### src/scp_pkg.sv
// constants, register map and carrier types for the switching clock sync block
// assumes a 250 MHz mclk and a plain strobe register port
// Function
// - lock phase to falling edges of timing line
// - phase offset from low three config bits
// - edge comparator, fixed phase, no harmonic lock
// - guaranteed lock from 85 kHz to 500 kHz
// - lock loss sets status bit 4, alert
// - writing one clears the lock loss bit
// - masked lock loss recorded but no alert
// - no line signal: run at programmed frequency
// - external-only with no line: lowest frequency
// - driving while line active: pad bit 10 low
// - drive pulls line low 500 ns per period, none while locked
package scp_pkg;

    // register offsets
    localparam logic [7:0] ADDR_PHASE_CFG = 8'h00; // converter_phase_config
    localparam logic [7:0] ADDR_FREQ_CFG  = 8'h04; // period setting, clock cycles
    localparam logic [7:0] ADDR_CTRL      = 8'h08; // line drive, external-only
    localparam logic [7:0] ADDR_VSTATUS   = 8'h0C; // vendor_status_word
    localparam logic [7:0] ADDR_MASK      = 8'h10; // alert_mask_setting
    localparam logic [7:0] ADDR_PADS      = 8'h14; // pad_status_word
    localparam logic [7:0] ADDR_PERIOD    = 8'h18; // measured line period

    // field positions
    localparam int LOCK_LOSS_BIT = 4;
    localparam int LINE_CONF_BIT = 10;
    localparam int CTRL_DRIVE_BIT = 0;
    localparam int CTRL_EXTONLY_BIT = 1;
    localparam int PHASE_W = 3;

    // timing
    localparam int CLK_MHZ       = 250;
    localparam int PULSE_NS      = 500;
    localparam int PULSE_CYC     = (PULSE_NS * CLK_MHZ) / 1000;
    localparam int FMIN_KHZ      = 85;
    localparam int FMAX_KHZ      = 500;
    localparam int PER_MAX_CYC   = (CLK_MHZ * 1000) / FMIN_KHZ;
    localparam int PER_MIN_CYC   = (CLK_MHZ * 1000) / FMAX_KHZ;
    localparam int LOCK_TOL_CYC  = 8;
    localparam int LINE_TMO_CYC  = 2 * PER_MAX_CYC;

    // reset values
    localparam logic [31:0] FREQ_RST  = 32'h0000_03E8; // 250 kHz
    localparam logic [31:0] PHASE_RST = 32'h0000_0000;
    localparam logic [31:0] CTRL_RST  = 32'h0000_0001;
    localparam logic [31:0] MASK_RST  = 32'h0000_0000;
    localparam logic [15:0] PER_SLOW  = 16'(PER_MAX_CYC);

    typedef struct packed {
        logic [7:0]  addr;
        logic [31:0] wdata;
        logic        wr;
        logic        rd;
    } scp_bus_t;

endpackage

### src/scp_edge.sv
// falling edge detector for the shared timing line, registered output
// assumes the line level is synchronous to mclk
`timescale 1ns/10ps
module scp_edge (
    // clock and reset
    input  wire logic mclk,
    input  wire logic rst,
    // line
    input  wire logic line_in,
    output logic      fall
);
    typedef struct packed {
        logic prev;
        logic fall;
    } scp_edge_st_t;

    scp_edge_st_t cur_ff;
    scp_edge_st_t nxt_ff;

    // rising edges produce nothing, only high-to-low counts
    always_comb begin
        nxt_ff      = cur_ff;
        nxt_ff.prev = line_in;
        nxt_ff.fall = cur_ff.prev & ~line_in;
    end

    always_ff @(posedge mclk) begin
        if (rst) begin
            cur_ff <= '{prev: 1'b1, fall: 1'b0};
        end else begin
            cur_ff <= nxt_ff;
        end
    end

    assign fall = cur_ff.fall;
endmodule

### src/scp_top.sv
// switching clock synchronizer: digital pll on the shared timing line
// assumes strobe register port, line pulled up externally
//
// The implementer's own choices: the address map and the plain strobed port.
`timescale 1ns/10ps
module scp_top (
    // clock and reset
    input  wire logic            mclk,
    input  wire logic            rst,
    // register port
    input  wire scp_pkg::scp_bus_t bus,
    output logic [31:0]          rdata,
    // shared timing line, open drain
    input  wire logic            line_in,
    output logic                 line_out,
    output logic                 line_oe,
    // converter clock and alert
    output logic                 conv_clk,
    output logic                 alert_n,
    output logic                 irq
);
    import scp_pkg::*;

    typedef enum logic [1:0] {S_FREE, S_TRACK, S_LOCKED} scp_mode_t;

    typedef struct packed {
        logic [PHASE_W-1:0] phase;
        logic [15:0]        freq;
        logic               drive;
        logic               extonly;
        logic               loss;
        logic               mask;
        logic               mask_conf;
        logic               conf;
        logic [15:0]        meas;
        logic [15:0]        per_cnt;
        logic [15:0]        line_cnt;
        logic [15:0]        osc_cnt;
        logic [15:0]        osc_per;
        logic [15:0]        off_cnt;
        logic               off_run;
        logic [9:0]         pul_cnt;
        logic               conv;
        logic               line_drv;
        logic               alert_n;
        logic               irq;
        logic [31:0]        rdata;
        scp_mode_t          mode;
    } scp_st_t;

    scp_st_t cur_ff;
    scp_st_t nxt_ff;
    logic    fall;

    scp_edge u_edge (
        .mclk    (mclk),
        .rst     (rst),
        .line_in (line_in),
        .fall    (fall)
    );

    // absolute difference used by lock test
    function automatic logic [15:0] absdiff(input logic [15:0] a, input logic [15:0] b);
        absdiff = (a > b) ? 16'(a - b) : 16'(b - a);
    endfunction

    // offset in cycles from phase code: eighths of the period
    function automatic logic [15:0] phase_off(input logic [15:0] per,
                                              input logic [PHASE_W-1:0] ph);
        logic [18:0] prod;
        prod      = 19'(per) * 19'(ph);
        phase_off = 16'(prod >> PHASE_W);
    endfunction

    logic in_range;
    logic line_seen;
    assign line_seen = fall & ~cur_ff.line_drv;

    always_comb begin
        nxt_ff   = cur_ff;
        in_range = (cur_ff.per_cnt >= 16'(PER_MIN_CYC)) && (cur_ff.per_cnt <= 16'(PER_MAX_CYC));

        // register writes
        if (bus.wr) begin
            if (bus.addr == ADDR_PHASE_CFG) begin
                nxt_ff.phase = bus.wdata[PHASE_W-1:0];
            end else if (bus.addr == ADDR_FREQ_CFG) begin
                nxt_ff.freq = bus.wdata[15:0];
            end else if (bus.addr == ADDR_CTRL) begin
                nxt_ff.drive   = bus.wdata[CTRL_DRIVE_BIT];
                nxt_ff.extonly = bus.wdata[CTRL_EXTONLY_BIT];
            end else if (bus.addr == ADDR_VSTATUS) begin
                if (bus.wdata[LOCK_LOSS_BIT]) begin
                    nxt_ff.loss = 1'b0;
                end
                if (bus.wdata[LINE_CONF_BIT]) begin
                    nxt_ff.conf = 1'b0;
                end
            end else if (bus.addr == ADDR_MASK) begin
                nxt_ff.mask      = bus.wdata[LOCK_LOSS_BIT];
                nxt_ff.mask_conf = bus.wdata[LINE_CONF_BIT];
            end
        end

        // read data, one cycle later
        nxt_ff.rdata = 32'h0000_0000;
        if (bus.rd) begin
            if (bus.addr == ADDR_PHASE_CFG) begin
                nxt_ff.rdata = {29'h0, cur_ff.phase};
            end else if (bus.addr == ADDR_FREQ_CFG) begin
                nxt_ff.rdata = {16'h0, cur_ff.freq};
            end else if (bus.addr == ADDR_CTRL) begin
                nxt_ff.rdata = {30'h0, cur_ff.extonly, cur_ff.drive};
            end else if (bus.addr == ADDR_VSTATUS) begin
                nxt_ff.rdata = {21'h0, cur_ff.conf, 5'h0, cur_ff.loss, 4'h0};
            end else if (bus.addr == ADDR_MASK) begin
                nxt_ff.rdata = {21'h0, cur_ff.mask_conf, 5'h0, cur_ff.mask, 4'h0};
            end else if (bus.addr == ADDR_PADS) begin
                // active low: conflict shows as zero
                nxt_ff.rdata = {21'h0, ~cur_ff.conf, 10'h0};
            end else if (bus.addr == ADDR_PERIOD) begin
                nxt_ff.rdata = {16'h0, cur_ff.meas};
            end
        end

        // period measurement between foreign falling edges
        if (cur_ff.per_cnt != 16'hFFFF) begin
            nxt_ff.per_cnt = 16'(cur_ff.per_cnt + 16'd1);
        end
        if (cur_ff.line_cnt != 16'hFFFF) begin
            nxt_ff.line_cnt = 16'(cur_ff.line_cnt + 16'd1);
        end

        // pll state: phase comparison only on falling edges
        case (cur_ff.mode)
            S_FREE: begin
                if (line_seen) begin
                    nxt_ff.mode     = S_TRACK;
                    nxt_ff.per_cnt  = 16'd1;
                    nxt_ff.line_cnt = 16'd0;
                end
            end
            S_TRACK: begin
                if (line_seen) begin
                    nxt_ff.per_cnt  = 16'd1;
                    nxt_ff.line_cnt = 16'd0;
                    // only a period inside the guaranteed span is accepted
                    if (in_range) begin
                        nxt_ff.meas    = cur_ff.per_cnt;
                        nxt_ff.osc_per = cur_ff.per_cnt;
                        nxt_ff.mode    = S_LOCKED;
                    end
                end else if (cur_ff.line_cnt >= 16'(LINE_TMO_CYC)) begin
                    nxt_ff.mode = S_FREE;
                end
            end
            default: begin
                if (line_seen) begin
                    nxt_ff.per_cnt  = 16'd1;
                    nxt_ff.line_cnt = 16'd0;
                    nxt_ff.meas     = cur_ff.per_cnt;
                    // compare to whole period: a harmonic never passes
                    if (!in_range ||
                        absdiff(cur_ff.per_cnt, cur_ff.osc_per) > 16'(LOCK_TOL_CYC)) begin
                        nxt_ff.loss = 1'b1;
                        nxt_ff.mode = S_TRACK;
                    end else begin
                        nxt_ff.osc_per = cur_ff.per_cnt;
                    end
                end else if (cur_ff.line_cnt >= 16'(LINE_TMO_CYC)) begin
                    nxt_ff.loss = 1'b1;
                    nxt_ff.mode = S_FREE;
                end
            end
        endcase

        // free-run period: programmed, or slowest when external-only
        // next state decides, so a fresh lock keeps its measured period
        if (nxt_ff.mode != S_LOCKED) begin
            nxt_ff.osc_per = nxt_ff.extonly ? PER_SLOW : nxt_ff.freq;
        end

        // converter clock: offset start after each falling edge when locked
        nxt_ff.osc_cnt = 16'(cur_ff.osc_cnt + 16'd1);
        if (cur_ff.mode == S_LOCKED && line_seen) begin
            nxt_ff.off_cnt = phase_off(cur_ff.osc_per, cur_ff.phase);
            nxt_ff.off_run = 1'b1;
        end else if (cur_ff.off_run) begin
            if (cur_ff.off_cnt == 16'd0) begin
                nxt_ff.osc_cnt = 16'd0;
                nxt_ff.off_run = 1'b0;
            end else begin
                nxt_ff.off_cnt = 16'(cur_ff.off_cnt - 16'd1);
            end
        end else if (cur_ff.osc_cnt >= 16'(cur_ff.osc_per - 16'd1)) begin
            nxt_ff.osc_cnt = 16'd0;
        end
        nxt_ff.conv = (nxt_ff.osc_cnt < {1'b0, cur_ff.osc_per[15:1]});

        // line drive: low pulse at start of own period
        if (cur_ff.drive && cur_ff.mode != S_LOCKED && cur_ff.osc_cnt == 16'd0) begin
            nxt_ff.pul_cnt = 10'(PULSE_CYC);
        end else if (cur_ff.pul_cnt != 10'd0) begin
            nxt_ff.pul_cnt = 10'(cur_ff.pul_cnt - 10'd1);
        end
        nxt_ff.line_drv = (nxt_ff.pul_cnt != 10'd0);

        // a foreign edge while configured to drive is a conflict; set wins
        if (cur_ff.drive && line_seen) begin
            nxt_ff.conf = 1'b1;
        end

        // alert follows the sticky unmasked bit
        nxt_ff.alert_n = ~(nxt_ff.loss & ~nxt_ff.mask);
        // interrupt: any unmasked sticky status bit, conflict included
        nxt_ff.irq     = (nxt_ff.loss & ~nxt_ff.mask) | (nxt_ff.conf & ~nxt_ff.mask_conf);
    end

    always_ff @(posedge mclk) begin
        if (rst) begin
            cur_ff         <= '0;
            cur_ff.freq    <= FREQ_RST[15:0];
            cur_ff.drive   <= CTRL_RST[CTRL_DRIVE_BIT];
            cur_ff.osc_per <= FREQ_RST[15:0];
            cur_ff.alert_n <= 1'b1;
            cur_ff.mode    <= S_FREE;
        end else begin
            cur_ff <= nxt_ff;
        end
    end

    // outputs, all from flops but line_out, tied low
    assign rdata    = cur_ff.rdata;
    assign line_out = 1'b0;
    assign line_oe  = cur_ff.line_drv;
    assign conv_clk = cur_ff.conv;
    assign alert_n  = cur_ff.alert_n;
    assign irq      = cur_ff.irq;
endmodule

### config.mk
export PLATFORM = sky130hd
export DESIGN_NAME = scp_top
export DESIGN_NICKNAME = d
export VERILOG_FILES = /design/src/scp_pkg.sv /design/src/scp_edge.sv /design/src/scp_top.sv
export SDC_FILE = /design/constraint.sdc
export NUM_CORES = 1
export LEC_CHECK = 0
export BUFFER_PORTS_ARGS = -buffer_cell sky130_fd_sc_hd__buf_4
export CAP_MARGIN = 10
export CORE_MARGIN = 4
export CORE_UTILIZATION = 55
export DETAILED_ROUTE_END_ITERATION = 10
export PLACE_DENSITY_LB_ADDON = 0.08
export SLEW_MARGIN = 25
export SYNTH_ARGS = -nofsm -noshare
export SYNTH_HDL_FRONTEND = slang
export SYNTH_SLANG_ARGS = --single-unit
### constraint.sdc
create_clock -name mclk -period 6.5 [get_ports mclk]
set_clock_uncertainty 0.1 [all_clocks]
set_input_delay 0 -clock mclk [delete_from_list [all_inputs] [get_ports mclk]]
set_output_delay 0 -clock mclk [all_outputs]
set_load 0.03 [all_outputs]
======== Word level (Yosys, flattened, before mapping) ========
Cells that the tools add are included.
word-level totals
  flip-flop bits (word level) ............. 172
  bits of input ports ..................... 45
  output and inout port bits .............. 37
  word-level logic and storage cells ...... 154
cells by class
  add/sub/neg operators ................... 8
  multiply operators ...................... 1
  magnitude comparators ................... 7
  eq/ne operators ......................... 17
  multiplexer cells ....................... 56
  bitwise operators ....................... 15
  reduce and logical (&&, ||, !) cells .... 24
operators by type and width
  kind                                                            number
  two-way mux 16 bit                                              21
  two-way mux 48 bit                                              2
  one-hot mux 16 bit (2 select lines)                             2
  one-hot mux 32 bit (2 select lines)                             1
  adder 16 x 1 -> 16 bit, second input constant                   3
  two-way mux 22 bit                                              2
  two-way mux 17 bit                                              2
  zero test 16 bit                                                2
  two-way mux 32 bit                                              1
  != test 16 bit, second input constant                           2
  subtractor 16 x 1 -> 16 bit, second input constant              2
  subtractor 16 bit                                               2
  == test 8 x 5 -> 1 bit, second input constant                   3
  two-way mux 10 bit                                              2
  nonzero test 10 bit                                             2
  multiplier 16 x 3 -> 19 bit                                     1
  two-way mux 2 bit                                               9
  == test 8 x 4 -> 1 bit, second input constant                   2
  >= comparator 16 x 13 -> 1 bit, second input constant           1
  >= comparator 16 bit                                            1
  >= comparator 16 x 9 -> 1 bit, second input constant            1
  greater-than comparator 16 bit                                  1
  greater-than comparator 16 x 4 -> 1 bit, second input constant  1
  <= comparator 16 x 12 -> 1 bit, second input constant           1
  28 further kinds                                                61

======== Logic depth before layout (Yosys ltp) ========
  depth after elaboration ................. 12
  mapped depth ............................ 25
  mapped depth without buffers ............ 23

======== Cells and area by module ========
From an unflattened synthesis, not the netlist that was laid out.
second synthesis, totals
  cell total of the unflattened synthesis .. 1473
  area, all modules ....................... 11504.8 sq um
modules (own cells, without submodules)
  module    times used  cells an instance  area an instance (sq um)  seq. area each (sq um)
  scp_top   1           1469               11451.0                   3083.0
  scp_edge  1           4                  53.8                      40.0

======== Least setup slack after synthesis ========
Ideal clock, no wire load.
  path kind ............................... register to register
  start point ............................. register cur_ff[68] in the netlist's numbering
  end point ............................... register cur_ff, in the netlist conv_clk
  library setup time ...................... 0.070 ns
  arrival time ............................ 4.436 ns
  required time ........................... 6.330 ns
  slack ................................... 1.894 ns
  cell stages (with the launch flop) ...... 26
  buffers on the path ..................... 2
  cells stage by stage .................... dfxtp_1 -> clkbuf_1 -> nor4_1 -> nand2_1 -> nor4_1 -> nand2_1 -> nor4_1 -> xnor2_1 -> ha_1 -> nand3_1 -> nor2_1 -> nand2_1 -> o21ai_0 -> a31oi_1 -> a21oi_1 -> clkbuf_1 -> nor2_1 -> ha_1 -> a21o_1 -> a21o_1 -> a21oi_1 -> nor3_1 -> a2111oi_0 -> o21a_1 -> o21ai_0 -> a21oi_1
RTL lines
  what                    RTL line        RTL
  from (decl)             scp_top.sv:51   scp_st_t cur_ff;
  from (signal assigned)  scp_top.sv:228  cur_ff <= nxt_ff;

==> reports/results.tsv <==
metric	value	unit
outcome	complete, no violations	
DIE HEIGHT	152	µm
Post-Synth Adder-Cell Area	12.6	%
initial antenna violation count	1	
Final Cycle Share	82.2	%
xor-xnor portion of the synthesized cell area	6.11	%
proportion of layout cells with a drive suffix above 1	9.78	%
DRT iter0 DRCs	735	
ANT nets after route	0	
Top FF cell, synth	dfxtp_1	
global-route wire length before repair	50.0	mm
total track usage	27.5	%
Worst Hold Depth	5	
worst r2r dst	conv_clk$_SDFF_PP0_	
Nets	1577	
# setup viols final	0	
CTS tree	done	
crit start category	register	
Slew Limit Headroom	31.3	%
unrepaired setup endpoints after global routing	false	
routability congestion estimate	0.996	
number of synthesized flops with an enable pin	0	
Setup crit end kind	register	
Num CTS Buffers	17	
global route total overflow	0	
power per cell area	177	mW/mm²
H-tree levels	4	
Distinct cells, synth	97	
I/O pin count	82	
via count	10136	
crit path from	cur_ff[67]$_SDFFE_PP0P_	
min cycle time layout	5.34	ns
Final Non-Filler Cells	1711	
Synth Register Bits	156	
syn_area_per_cell	8.05	µm²
clk slew on worst S/H paths	0.07	ns
TNS Setup	0	ns
Crit Reg-Reg Startpoint	cur_ff[67]$_SDFFE_PP0P_	
average vias per placed instance	5.92	
Layout Utilization	61.8	%
Yosys top cell by area	dfxtp_1	
Area Growth Syn to Fin	10.3	%
Tightest Hold Check Type	in2reg	
post-CTS setup buffers	0	
CP required	6.77	ns
post-synthesis compound-gate area fraction	19.7	%
Placement Setup Slack	1.24	ns
final hold violation count	0	
CP Capture Point	conv_clk$_SDFF_PP0_	
Yosys warning total	0	
Pleak	5.23	nW
main combinational cell family by area after synthesis	simple AND/OR/NAND/NOR gates	
R2R cell count	23	
post-detail-place hpwl	23.1	mm
drt pass-1 iters	7	
fraction of registers with async set/reset	0	%
Mapped Cells	1408	
crit-path max FO	22	
dpl cells	1643	
Sink Count	156	
WP data arrival	5.61	ns
setup slack, reg-to-reg	1.16	ns
max_cap viols	0	
DRC	0	
Routed WL	31.4	mm
Area contributors post-synth	dfxtp_1 28%, ha_1 9.6%, nor2_1 5.8%	
Clock Path Buffers	2	
Synth top area share	27.6	%
die width	152	µm
leading cell types in the layout, fill and taps excluded	173 x nor2_1, 156 x dfxtp_1, 119 x nand2_1	
Max Slew Vio Count	0	
proportion of synthesized area in mux cells	3.89	%
Cell Rows	52	
largest net degree at the start of global routing	83	
Max rail drop VDD	0.167	mV
core area	0.0202	mm²
routed length per placed instance	18.3	µm
simple-gate portion of the synthesized area	21.6	%
vias in the first global route	9589	
Crit Path Category	reg2reg	
commonest non-fill, non-tap cell in the layout	nor2_1	
CTS Root Cell	clkbuf_16	
proportion of synthesized chip area in sequential cells	27.6	%
Post-Syn Area	0.0113	mm²
Worst Max-Slew Pin Slew	1.03	ns
clk_lat worst skew	0.44	ns
starting density of the core	56.0	%
setup ws final	1.16	ns
ant diodes	0	
number of port buffers	48	
post-CTS sizing	0	
Max Freq	187	MHz
cts hold-fix bufs	36	
DIE AREA	0.0230	mm²
[cell usage after synthesis (7+ instances only)]
library cell	n
nor3_1	51
buf_6	7
nor2b_1	10
or3_1	11
xnor2_1	56
buf_4	38
nor2_1	174
nand2_1	120
fa_1	17
dfxtp_1	156
o21ai_0	45
a211oi_1	21
ha_1	87
mux2i_1	37
a21oi_1	92
and2_1	11
nand3_1	35
buf_2	8
a221oi_1	7
xor2_1	23
clkbuf_1	47
inv_1	91
a22oi_1	13
nand4_1	22
a31oi_1	13
and3_1	12
nand2b_1	10
nor4_1	13
a21o_1	25
[how the worst min path moves through the flow]
| stage | startpoint | end | slack, ns |
|---|---|---|---|
| final | bus[35] | rdata[10]$_SDFF_PP0_ | 0.08 |
| after floorplan | line_in | u_edge.cur_ff[1]$_SDFF_PP1_ | 0.02 |
| after global placement | line_in | u_edge.cur_ff[1]$_SDFF_PP1_ | 0.10 |
| after CTS | bus[35] | rdata[10]$_SDFF_PP0_ | 0.02 |
| after global routing | bus[41] | cur_ff[167]$_SDFFE_PP0P_ | 0.1 |
| after detailed placement | line_in | u_edge.cur_ff[1]$_SDFF_PP1_ | 0.12 |
[logic make-up after synthesis]
logic type / count (synthesis)
compound gates: 318
xor+xnor: 79
fa+ha+maj: 104
buf+inv: 196
flops: 156
mux: 43
other cells: 1
simple gates: 511
[flip-flops by register name, indices dropped and copies added (netlist names)]
signal / count
conv_clk: 1
u_edge.fall: 1
cur_ff: 134
rdata: 16
u_edge.cur_ff: 1
line_oe: 1
alert_n: 1
irq: 1
[where the power goes]
part	leakage (nW)	switching, mW	internal, mW
logic	3.67	0.108	0.0765
registers	1.26	0.0230	0.971
clock network	0.290	0.480	0.550
total	5.23	0.611	1.60
[layer usage]
| metal | track usage (%) | vias to the layer above | wire length (µm) |
|---|---|---|---|
| met4 | 11.8 | 0 | 1040 |
| li1 | - | 4958 | - |
| met2 | 45.3 | 327 | 14600 |
| met5 | 0 | - | 0 |
| met3 | 4.76 | 73 | 1870 |
| met1 | 35.6 | 4778 | 13800 |
[stage by stage]
stage / cell area [µm²] / power, mW / hold slack (ns)
2_1_floorplan: 11400 / 1.14 / 0.0175
3_3_place_gp: 11500 / 1.18 / 0.105
3_5_place_dp: 11500 / 1.18 / 0.118
4_1_cts: 12500 / 2.22 / 0.0180
5_1_grt: 12500 / 2.29 / 0.0964
6_report: 12500 / 2.21 / 0.0785
[area by class of cell]
type,instances,area [µm²]
clock inverters,15,174
multi-input cells,1072,7330
well taps,270,338
clock buffers,17,425
fillers,1852,7740
repair buffers,90,766
flip-flops and latches,156,3120
inverters,91,342
[worst max-delay path: stages, from the launching register on]
cell and delay (ns):
dfxtp_1 0.45, nor4_1 0.65, nand2_1 0.17, nor4_1 0.42
nand2_1 0.17, nor4_1 0.25, xnor2_1 0.13, ha_1 0.30
nand3_1 0.08, nor2_1 0.13, nand2_1 0.07, o21ai_0 0.07
a31oi_1 0.07, a21oi_2 0.41, buf_4 0.32, nor2_1 0.08
ha_1 0.29, a21o_1 0.16, a21oi_1 0.16, nor3_1 0.06
a2111oi_0 0.37, o21a_1 0.17, o21ai_0 0.07, a21oi_1 0.11
Power figures use the tool's default switching activity.
